`src/hdl/pcs_pkg.sv`:
```
// Shared constants for the power-on reset, strap and clock-start sequencer.
// Assumes one 100 MHz clock; the pulse, hold and glitch times are turned into cycles here.
package pcs_pkg;

    // ==========================================================
    // Clock and unit figures
    localparam int CLK_PERIOD_NS = 32'h0000_000A;  // 10 ns
    localparam int NS_PER_MS = 32'h000F_4240;      // 1,000,000
    localparam int REF_CLK_KHZ = 32'h0000_6978;    // 27 MHz reference

    // ==========================================================
    // Documented times
    localparam int RST_PULSE_MS = 32'h0000_00A0;     // 160 ms nominal
    localparam int RST_PULSE_MIN_MS = 32'h0000_0096; // 150 ms
    localparam int RST_PULSE_MAX_MS = 32'h0000_00FA; // 250 ms
    localparam int BTN_HOLD_MS = 32'h0000_0001;      // 1 ms least
    localparam int GLITCH_NS = 32'h0000_0096;        // 150 ns

    // ==========================================================
    // Derived cycle counts (least times round up)
    localparam int RST_PULSE_CYC = RST_PULSE_MS * NS_PER_MS / CLK_PERIOD_NS;
    localparam int BTN_HOLD_CYC = (BTN_HOLD_MS * NS_PER_MS + CLK_PERIOD_NS - 1) / CLK_PERIOD_NS;
    localparam int GLITCH_CYC = (GLITCH_NS + CLK_PERIOD_NS - 1) / CLK_PERIOD_NS;
    localparam int CORE_DIV_HALF = 32'h0000_0002;    // Derived clock half period

    // ==========================================================
    // Reset values
    localparam logic PIN_OE_RST = 1'b1;
    localparam logic XTAL_EN_RST = 1'b0;

    // Sequencer states, one-hot
    typedef enum logic [2:0] {
        S_WAIT_RAIL = 3'b001,
        S_PULSE = 3'b010,
        S_RUN = 3'b100
    } pcs_state_t;

endpackage

```
`src/hdl/pcs_flt_if.sv`:
```
// Carrier between the sequencer and one level filter.
// Assumes the raw level is asynchronous to the filter clock.
`timescale 1ns/10ps
interface pcs_flt_if;
    logic raw;  // Asynchronous level in
    logic clr;  // Restart the persistence count
    logic lvl;  // Synchronised level
    logic hit;  // Active level held long enough
    modport flt (input raw, input clr, output lvl, output hit);
    modport user (output raw, output clr, input lvl, input hit);
endinterface

```
`src/hdl/pcs_por_seq.sv`:
```
// Power-on reset sequencer: reset pulse generation, strap capture, clock start.
// Assumes i_clk is the reference timing clock and runs during and after reset.
`timescale 1ns/10ps
module pcs_por_seq import pcs_pkg::*; #(
    parameter int RST_CYC = RST_PULSE_CYC,
    parameter int HOLD_CYC = BTN_HOLD_CYC,
    parameter int DIV_HALF = CORE_DIV_HALF
) (
    input wire logic i_clk,                  // Reference timing clock, 100 MHz
    input wire logic i_nrst,                 // Synchronous reset, active low
    input wire logic i_rail_ok,              // Supply comparator, high above threshold
    input wire logic i_chip_rst_line_n_i,    // Reset pin level as sensed
    output logic o_chip_rst_line_n_o,        // Reset pin drive value, always low
    output logic o_chip_rst_line_n_oe,       // Reset pin pull-down enable
    input wire logic i_ring_osc_strap,       // Oscillator strap one
    input wire logic i_internal_xtal_strap,  // Oscillator strap two
    input wire logic i_sink_cable_det,       // Monitor cable present, high
    output logic o_core_rst_n,               // Internal reset, active low
    output logic o_xtal_osc_en,              // Crystal oscillator enable
    output logic o_standby,                  // Low-power standby
    output logic o_core_clk                  // Derived internal clock
);
    localparam int CW = $clog2(RST_CYC + 1);
    localparam int DW = $clog2(DIV_HALF + 1);

    if (RST_CYC < 2 || HOLD_CYC < 1 || DIV_HALF < 1) begin : g_chk
        $error("pcs_por_seq: counts out of range");
    end

    pcs_state_t st_q;
    pcs_state_t st_d;
    logic [CW-1:0] cnt_q;
    logic [1:0] strap_s1_q;
    logic [1:0] strap_s2_q;
    logic cable_s1_q;
    logic cable_s2_q;
    logic core_rst_n_q;
    logic pin_oe_q;
    logic xtal_en_q;
    logic standby_q;
    logic [DW-1:0] div_q;
    logic core_clk_q;

    pcs_flt_if rail_f ();
    pcs_flt_if btn_f ();

    // ==========================================================
    // Event filters
    // Rail droop must persist past the glitch window
    assign rail_f.raw = i_rail_ok;
    assign rail_f.clr = 1'b0;
    pcs_lvl_filter #(.N_CYC(GLITCH_CYC), .ACT(1'b0)) u_rail_flt (
        .i_clk(i_clk),
        .i_nrst(i_nrst),
        .f(rail_f)
    );

    // Our own pull-down reads back low, so the hold count only runs once released
    assign btn_f.raw = i_chip_rst_line_n_i;
    assign btn_f.clr = (st_q != S_RUN);
    pcs_lvl_filter #(.N_CYC(HOLD_CYC), .ACT(1'b0)) u_btn_flt (
        .i_clk(i_clk),
        .i_nrst(i_nrst),
        .f(btn_f)
    );

    // Straps and cable detect cross in through two flops
    always_ff @(posedge i_clk) begin
        if (!i_nrst) begin
            strap_s1_q <= 2'h0;
            strap_s2_q <= 2'h0;
            cable_s1_q <= 1'b0;
            cable_s2_q <= 1'b0;
        end else begin
            strap_s1_q <= {i_ring_osc_strap, i_internal_xtal_strap};
            strap_s2_q <= strap_s1_q;
            cable_s1_q <= i_sink_cable_det;
            cable_s2_q <= cable_s1_q;
        end
    end

    // ==========================================================
    // Sequencer
    always_ff @(posedge i_clk) begin
        if (!i_nrst) begin
            st_q <= S_WAIT_RAIL;
        end else begin
            st_q <= st_d;
        end
    end

    // A droop outranks a manual hold; both restart the pulse from the top
    always_comb begin
        st_d = st_q;
        unique case (st_q)
            S_WAIT_RAIL: begin
                if (rail_f.lvl) begin
                    st_d = S_PULSE;
                end
            end
            S_PULSE: begin
                if (rail_f.hit) begin
                    st_d = S_WAIT_RAIL;
                end else if (cnt_q == CW'(RST_CYC - 1)) begin
                    st_d = S_RUN;
                end
            end
            S_RUN: begin
                if (rail_f.hit) begin
                    st_d = S_WAIT_RAIL;
                end else if (btn_f.hit) begin
                    st_d = S_PULSE;
                end
            end
            default: st_d = S_WAIT_RAIL;
        endcase
    end

    // Pulse length counter, cleared whenever the pulse is not running
    always_ff @(posedge i_clk) begin
        if (!i_nrst || st_q != S_PULSE) begin
            cnt_q <= '0;
        end else begin
            cnt_q <= cnt_q + CW'(1);
        end
    end

    // Pin pull-down and internal reset follow the same next state
    always_ff @(posedge i_clk) begin
        if (!i_nrst) begin
            pin_oe_q <= PIN_OE_RST;
            core_rst_n_q <= 1'b0;
        end else begin
            pin_oe_q <= (st_d != S_RUN);
            core_rst_n_q <= (st_d == S_RUN);
        end
    end

    // ==========================================================
    // Straps and standby
    // Straps are re-sampled on every pulse cycle; the last sample is kept
    always_ff @(posedge i_clk) begin
        if (!i_nrst) begin
            xtal_en_q <= XTAL_EN_RST;
        end else if (st_q == S_PULSE) begin
            xtal_en_q <= ~|strap_s2_q;
        end
    end

    // Standby only outside reset, so a pulse always runs at full power
    always_ff @(posedge i_clk) begin
        if (!i_nrst) begin
            standby_q <= 1'b0;
        end else begin
            standby_q <= (st_d == S_RUN) && !cable_s2_q;
        end
    end

    // ==========================================================
    // Derived clock: stopped low in reset and standby to save power
    always_ff @(posedge i_clk) begin
        if (!i_nrst || !core_rst_n_q || standby_q) begin
            div_q <= '0;
            core_clk_q <= 1'b0;
        end else if (div_q == DW'(DIV_HALF - 1)) begin
            div_q <= '0;
            core_clk_q <= ~core_clk_q;
        end else begin
            div_q <= div_q + DW'(1);
        end
    end

    assign o_chip_rst_line_n_o = 1'b0;
    assign o_chip_rst_line_n_oe = pin_oe_q;
    assign o_core_rst_n = core_rst_n_q;
    assign o_xtal_osc_en = xtal_en_q;
    assign o_standby = standby_q;
    assign o_core_clk = core_clk_q;
endmodule

```
`src/hdl/pcs_lvl_filter.sv`:
```
// Two-flop synchroniser followed by a persistence counter.
// Assumes i_clk runs free; raw may change at any time.
`timescale 1ns/10ps
module pcs_lvl_filter import pcs_pkg::*; #(
    parameter int N_CYC = GLITCH_CYC,
    parameter bit ACT = 1'b0
) (
    input wire logic i_clk,  // System clock
    input wire logic i_nrst, // Synchronous reset, active low
    pcs_flt_if.flt f         // Level in, filtered level out
);
    localparam int W = $clog2(N_CYC + 1);

    if (N_CYC < 1) begin : g_chk
        $error("pcs_lvl_filter: N_CYC must be at least 1");
    end

    logic s1_q;
    logic s2_q;
    logic [W-1:0] cnt_q;

    // ==========================================================
    // Synchroniser; first stage feeds only the second
    // Reset to the active level, so a false good level cannot follow reset
    always_ff @(posedge i_clk) begin
        if (!i_nrst) begin
            s1_q <= ACT;
            s2_q <= ACT;
        end else begin
            s1_q <= f.raw;
            s2_q <= s1_q;
        end
    end

    // Consecutive active cycles, saturating so a long hold stays hit
    always_ff @(posedge i_clk) begin
        if (!i_nrst || f.clr || s2_q != ACT) begin
            cnt_q <= '0;
        end else if (cnt_q != W'(N_CYC)) begin
            cnt_q <= cnt_q + W'(1);
        end
    end

    assign f.lvl = s2_q;
    assign f.hit = (cnt_q == W'(N_CYC));
endmodule

```
`config.mk`:
```
export PLATFORM = sky130hd
export DESIGN_NAME = pcs_por_seq
export DESIGN_NICKNAME = d
export VERILOG_FILES = /design/src/hdl/pcs_pkg.sv /design/src/hdl/pcs_flt_if.sv /design/src/hdl/pcs_por_seq.sv /design/src/hdl/pcs_lvl_filter.sv
export SDC_FILE = /design/constraint.sdc
export NUM_CORES = 1
export LEC_CHECK = 0
export BUFFER_PORTS_ARGS = -buffer_cell sky130_fd_sc_hd__buf_2
export CAP_MARGIN = 5
export CELL_PAD_IN_SITES_DETAIL_PLACEMENT = 1
export CELL_PAD_IN_SITES_GLOBAL_PLACEMENT = 1
export CORE_MARGIN = 2
export CORE_UTILIZATION = 40
export CTS_CLUSTER_DIAMETER = 30
export DETAILED_ROUTE_END_ITERATION = 16
export MAX_ROUTING_LAYER = met4
export PLACE_DENSITY = 0.67
export SETUP_SLACK_MARGIN = 0.2
export SKIP_LAST_GASP = 1
export SLEW_MARGIN = 40
export SYNTH_ARGS = -nofsm -noshare
export SYNTH_HDL_FRONTEND = slang
export SYNTH_SLANG_ARGS = --single-unit
```
`constraint.sdc`:
```
create_clock -name i_clk -period 3.6 [get_ports i_clk]
set_clock_uncertainty 0.1 [all_clocks]
set_input_delay 0.18 -clock i_clk [delete_from_list [all_inputs] [get_ports i_clk]]
set_output_delay 0.18 -clock i_clk [all_outputs]
set_load 0.02 [all_outputs]
```
==> impl_metrics.env <==
export IMPL_numCtsBuffers=9
export IMPL_cp_end_kind="register"
export IMPL_worst_slew_pin_slew_ps=547
export IMPL_r2r_start="cnt_q[0]"
export IMPL_start_kind="register"
export IMPL_ys_async_sr_fraction=0
export IMPL_cts_sinks=65
export IMPL_critPathRequiredTime_ps=3770
export IMPL_crit_type="reg -> reg"
export IMPL_htree_levels=3
export IMPL_finalCriticalPeriod_ps=2220
export IMPL_dieWidth_um=88.5
export IMPL_grt_pass1_wl_um=11300
export IMPL_yosysSeqAreaShare=0.456
export IMPL_num_rows=30
export IMPL_cts_tree="yes"
export IMPL_powerDensity_nw_per_um2=424
export IMPL_place_congestion=0.795
export IMPL_syn_inst=321
export IMPL_worstPathMaxFanout=10
export IMPL_areaGrowthSynthToFinish_pct=13.4
export IMPL_io_buffers=11
export IMPL_num_antenna_cells=0
export IMPL_synth_largest_area_cell="dfxtp_1"
export IMPL_dieHeight_um=88.5
export IMPL_fin_nets=351
export IMPL_io_pins=13
export IMPL_endpoint="cnt_q[22]"
export IMPL_synth_area_um2=2860
export IMPL_crit_start="cnt_q[0]"
export IMPL_vias=2374
export IMPL_setup_tns_final_ps=0
export IMPL_antenna_found_initial=0
export IMPL_grt_use_total=0.192
export IMPL_rsz0062_at_grt="false"
export IMPL_syn_nets=333
export IMPL_cts_root_buf="clkbuf_8"
export IMPL_initial_core_util=0.416
export IMPL_layout_drive_gt1_share=0.105
export IMPL_drc=0
export IMPL_clk_pin_slew_ps=70
export IMPL_drt_iter0_drc=104
export IMPL_overflow=0
export IMPL_avgSynthCellArea_um2=8.90
export IMPL_min_period_over_period=0.618
export IMPL_slew_headroom=0.633
export IMPL_post_cts_repair_setup_buffers=0
export IMPL_fin_area_um2=3240
export IMPL_leakagePower_nw=1.01
export IMPL_place_area_um2=2990
export IMPL_final_common_cell="dfxtp_1"
export IMPL_core_area_um2=6870
export IMPL_clk_latency_ps=340
export IMPL_synth_edf_count=0
export IMPL_min_path_type="in -> reg"
export IMPL_synth_ff_type="dfxtp_1"
export IMPL_r2r_worst_path_cells=5
export IMPL_synth_top_area_share=0.456
export IMPL_synth_cell_types=49
export IMPL_place_hpwl_um=4430
export IMPL_reg2reg_to="cnt_q[22]"
export IMPL_hold_buffers=5
export IMPL_viasPerCell=5.40
export IMPL_synth_seq_cells=65
export IMPL_grt_pass1_vias=2368
export IMPL_drt_wirelength_per_cell_um=14.7
export IMPL_critPathArrivalTime_ps=2390
export IMPL_r2r_slack_ps=1380
export IMPL_cts_repair_resized=0
export IMPL_grt_max_degree=20
export IMPL_finalSetupViolations=0
export IMPL_fmax_mhz=450
export IMPL_synth_area_leaders="dfxtp_1, xnor2_1, nor2_1"
export IMPL_wl_um=6460
export IMPL_antenna_left=0
export IMPL_cts_buffer_depth=2
export IMPL_final_cell_mix="dfxtp_1, nor2_1, nand2_1"
export IMPL_dieArea_um2=7830
export IMPL_irDropWorstVdd_mv=0.186
export IMPL_outcome="completed"
export IMPL_ys_warnings_count=0
export IMPL_cap_violations=0
export IMPL_final_hold_viol_count=0
export IMPL_drv_slew=0
export IMPL_firstDrtPassIters=4
-- registers in the layout (all words and copies together) (netlist names) --
signal	count
cnt_q	24
u_btn_flt.cnt_q	17
u_rail_flt.cnt_q	4
st_q	3
div_q	2
strap_s1_q	2
strap_s2_q	2
cable_s1_q	1
cable_s2_q	1
o_chip_rst_line_n_oe	1
o_core_clk	1
o_core_rst_n	1
o_standby	1
o_xtal_osc_en	1
u_btn_flt.f.lvl	1
u_btn_flt.s1_q	1
u_rail_flt.f.lvl	1
u_rail_flt.s1_q	1
-- worst min path at each step --
stage	startpoint	endpoint	slack (ps)	cells after the start
floorplan	i_sink_cable_det	cable_s1_q	210	1
global placement	i_rail_ok	u_rail_flt.s1_q	290	2
detailed placement	i_sink_cable_det	cable_s1_q	290	2
CTS	i_nrst	st_q[0]	40	2
global route	i_nrst	st_q[0]	60	2
finish	i_nrst	st_q[0]	50	2
-- cell usage after synthesis (2+ instances only) --
cell / instances
nand4bb_1: 2
nand3_2: 2
a21oi_1: 17
nor2_1: 33
o21ai_0: 10
nor3_1: 13
buf_2: 2
o21a_1: 2
nor2b_1: 2
clkbuf_1: 6
nor4b_1: 3
o211ai_1: 2
nand3b_1: 4
xnor2_1: 21
or4b_2: 4
dfxtp_1: 65
and2_1: 10
nand2_1: 22
or3_1: 11
and3_1: 4
nor3b_1: 2
inv_1: 11
and4_1: 3
nor4_1: 8
ha_1: 5
nand4_1: 5
nand3_1: 16
xor2_1: 2
o31ai_1: 5
nand2b_1: 3
a31oi_1: 2
or4_1: 7
-- power breakdown --
group          internal (W)  switching, W  total (W)
Sequential         0.000727    0.00000524   0.000733
Clock              0.000336      0.000282   0.000618
Combinational     0.0000131     0.0000114  0.0000245
-- critical path, cell delays in order (launching register included) --
cell and delay [ps]:
dfxtp_1 400, ha_1 220, nand3_2 160, or3_1 550, or4_1 540, a21oi_1 170
-- cell type report --
type                            instances  area (um2)
Tap cell                               96         120
Fill cell                             829        3630
Sequential cell                        65        1300
Timing Repair Buffer                   17         113
Clock inverter                          5        55.1
Clock buffer                           11         141
Inverter                               11        41.3
Multi-Input combinational cell        235        1470
-- kinds of logic (layout without fill, tap and decap cells) --
logic type                 count (synthesis)  after routing  synth area share
buffers and inverters                     21             44            0.0302
and+or+nand+nor                          163            163             0.329
adders and majority gates                  5              5            0.0219
xor gates and xnor gates                  23             23            0.0705
DFF                                       65             65             0.456
AOI/OAI and AO/OA                         42             42            0.0885
muxes                                      1              1           0.00350
other                                      1              1           0.00131
-- stage by stage --
step           instances  hold WS, ps  total power (W)  worst slack [ps]   util
5_1_grt              440         56.7          0.00143              1200  0.472
4_1_cts              440         36.3          0.00140              1350  0.472
2_1_floorplan        321          207         0.000763              1590      -
3_3_place_gp         419          286         0.000768              1430  0.436
6_report             440         46.0          0.00138              1380  0.472
3_5_place_dp         419          291         0.000769              1390  0.436
-- metal layers --
layer  up-vias  routed length (um)  global-route usage
met5         -                   0                   -
met4         0                  78              0.0661
met3         9                 158              0.0504
met2        20                3200               0.321
met1      1158                3020               0.225
li1       1187                   -                   -
Power figures use the tool's default switching activity.
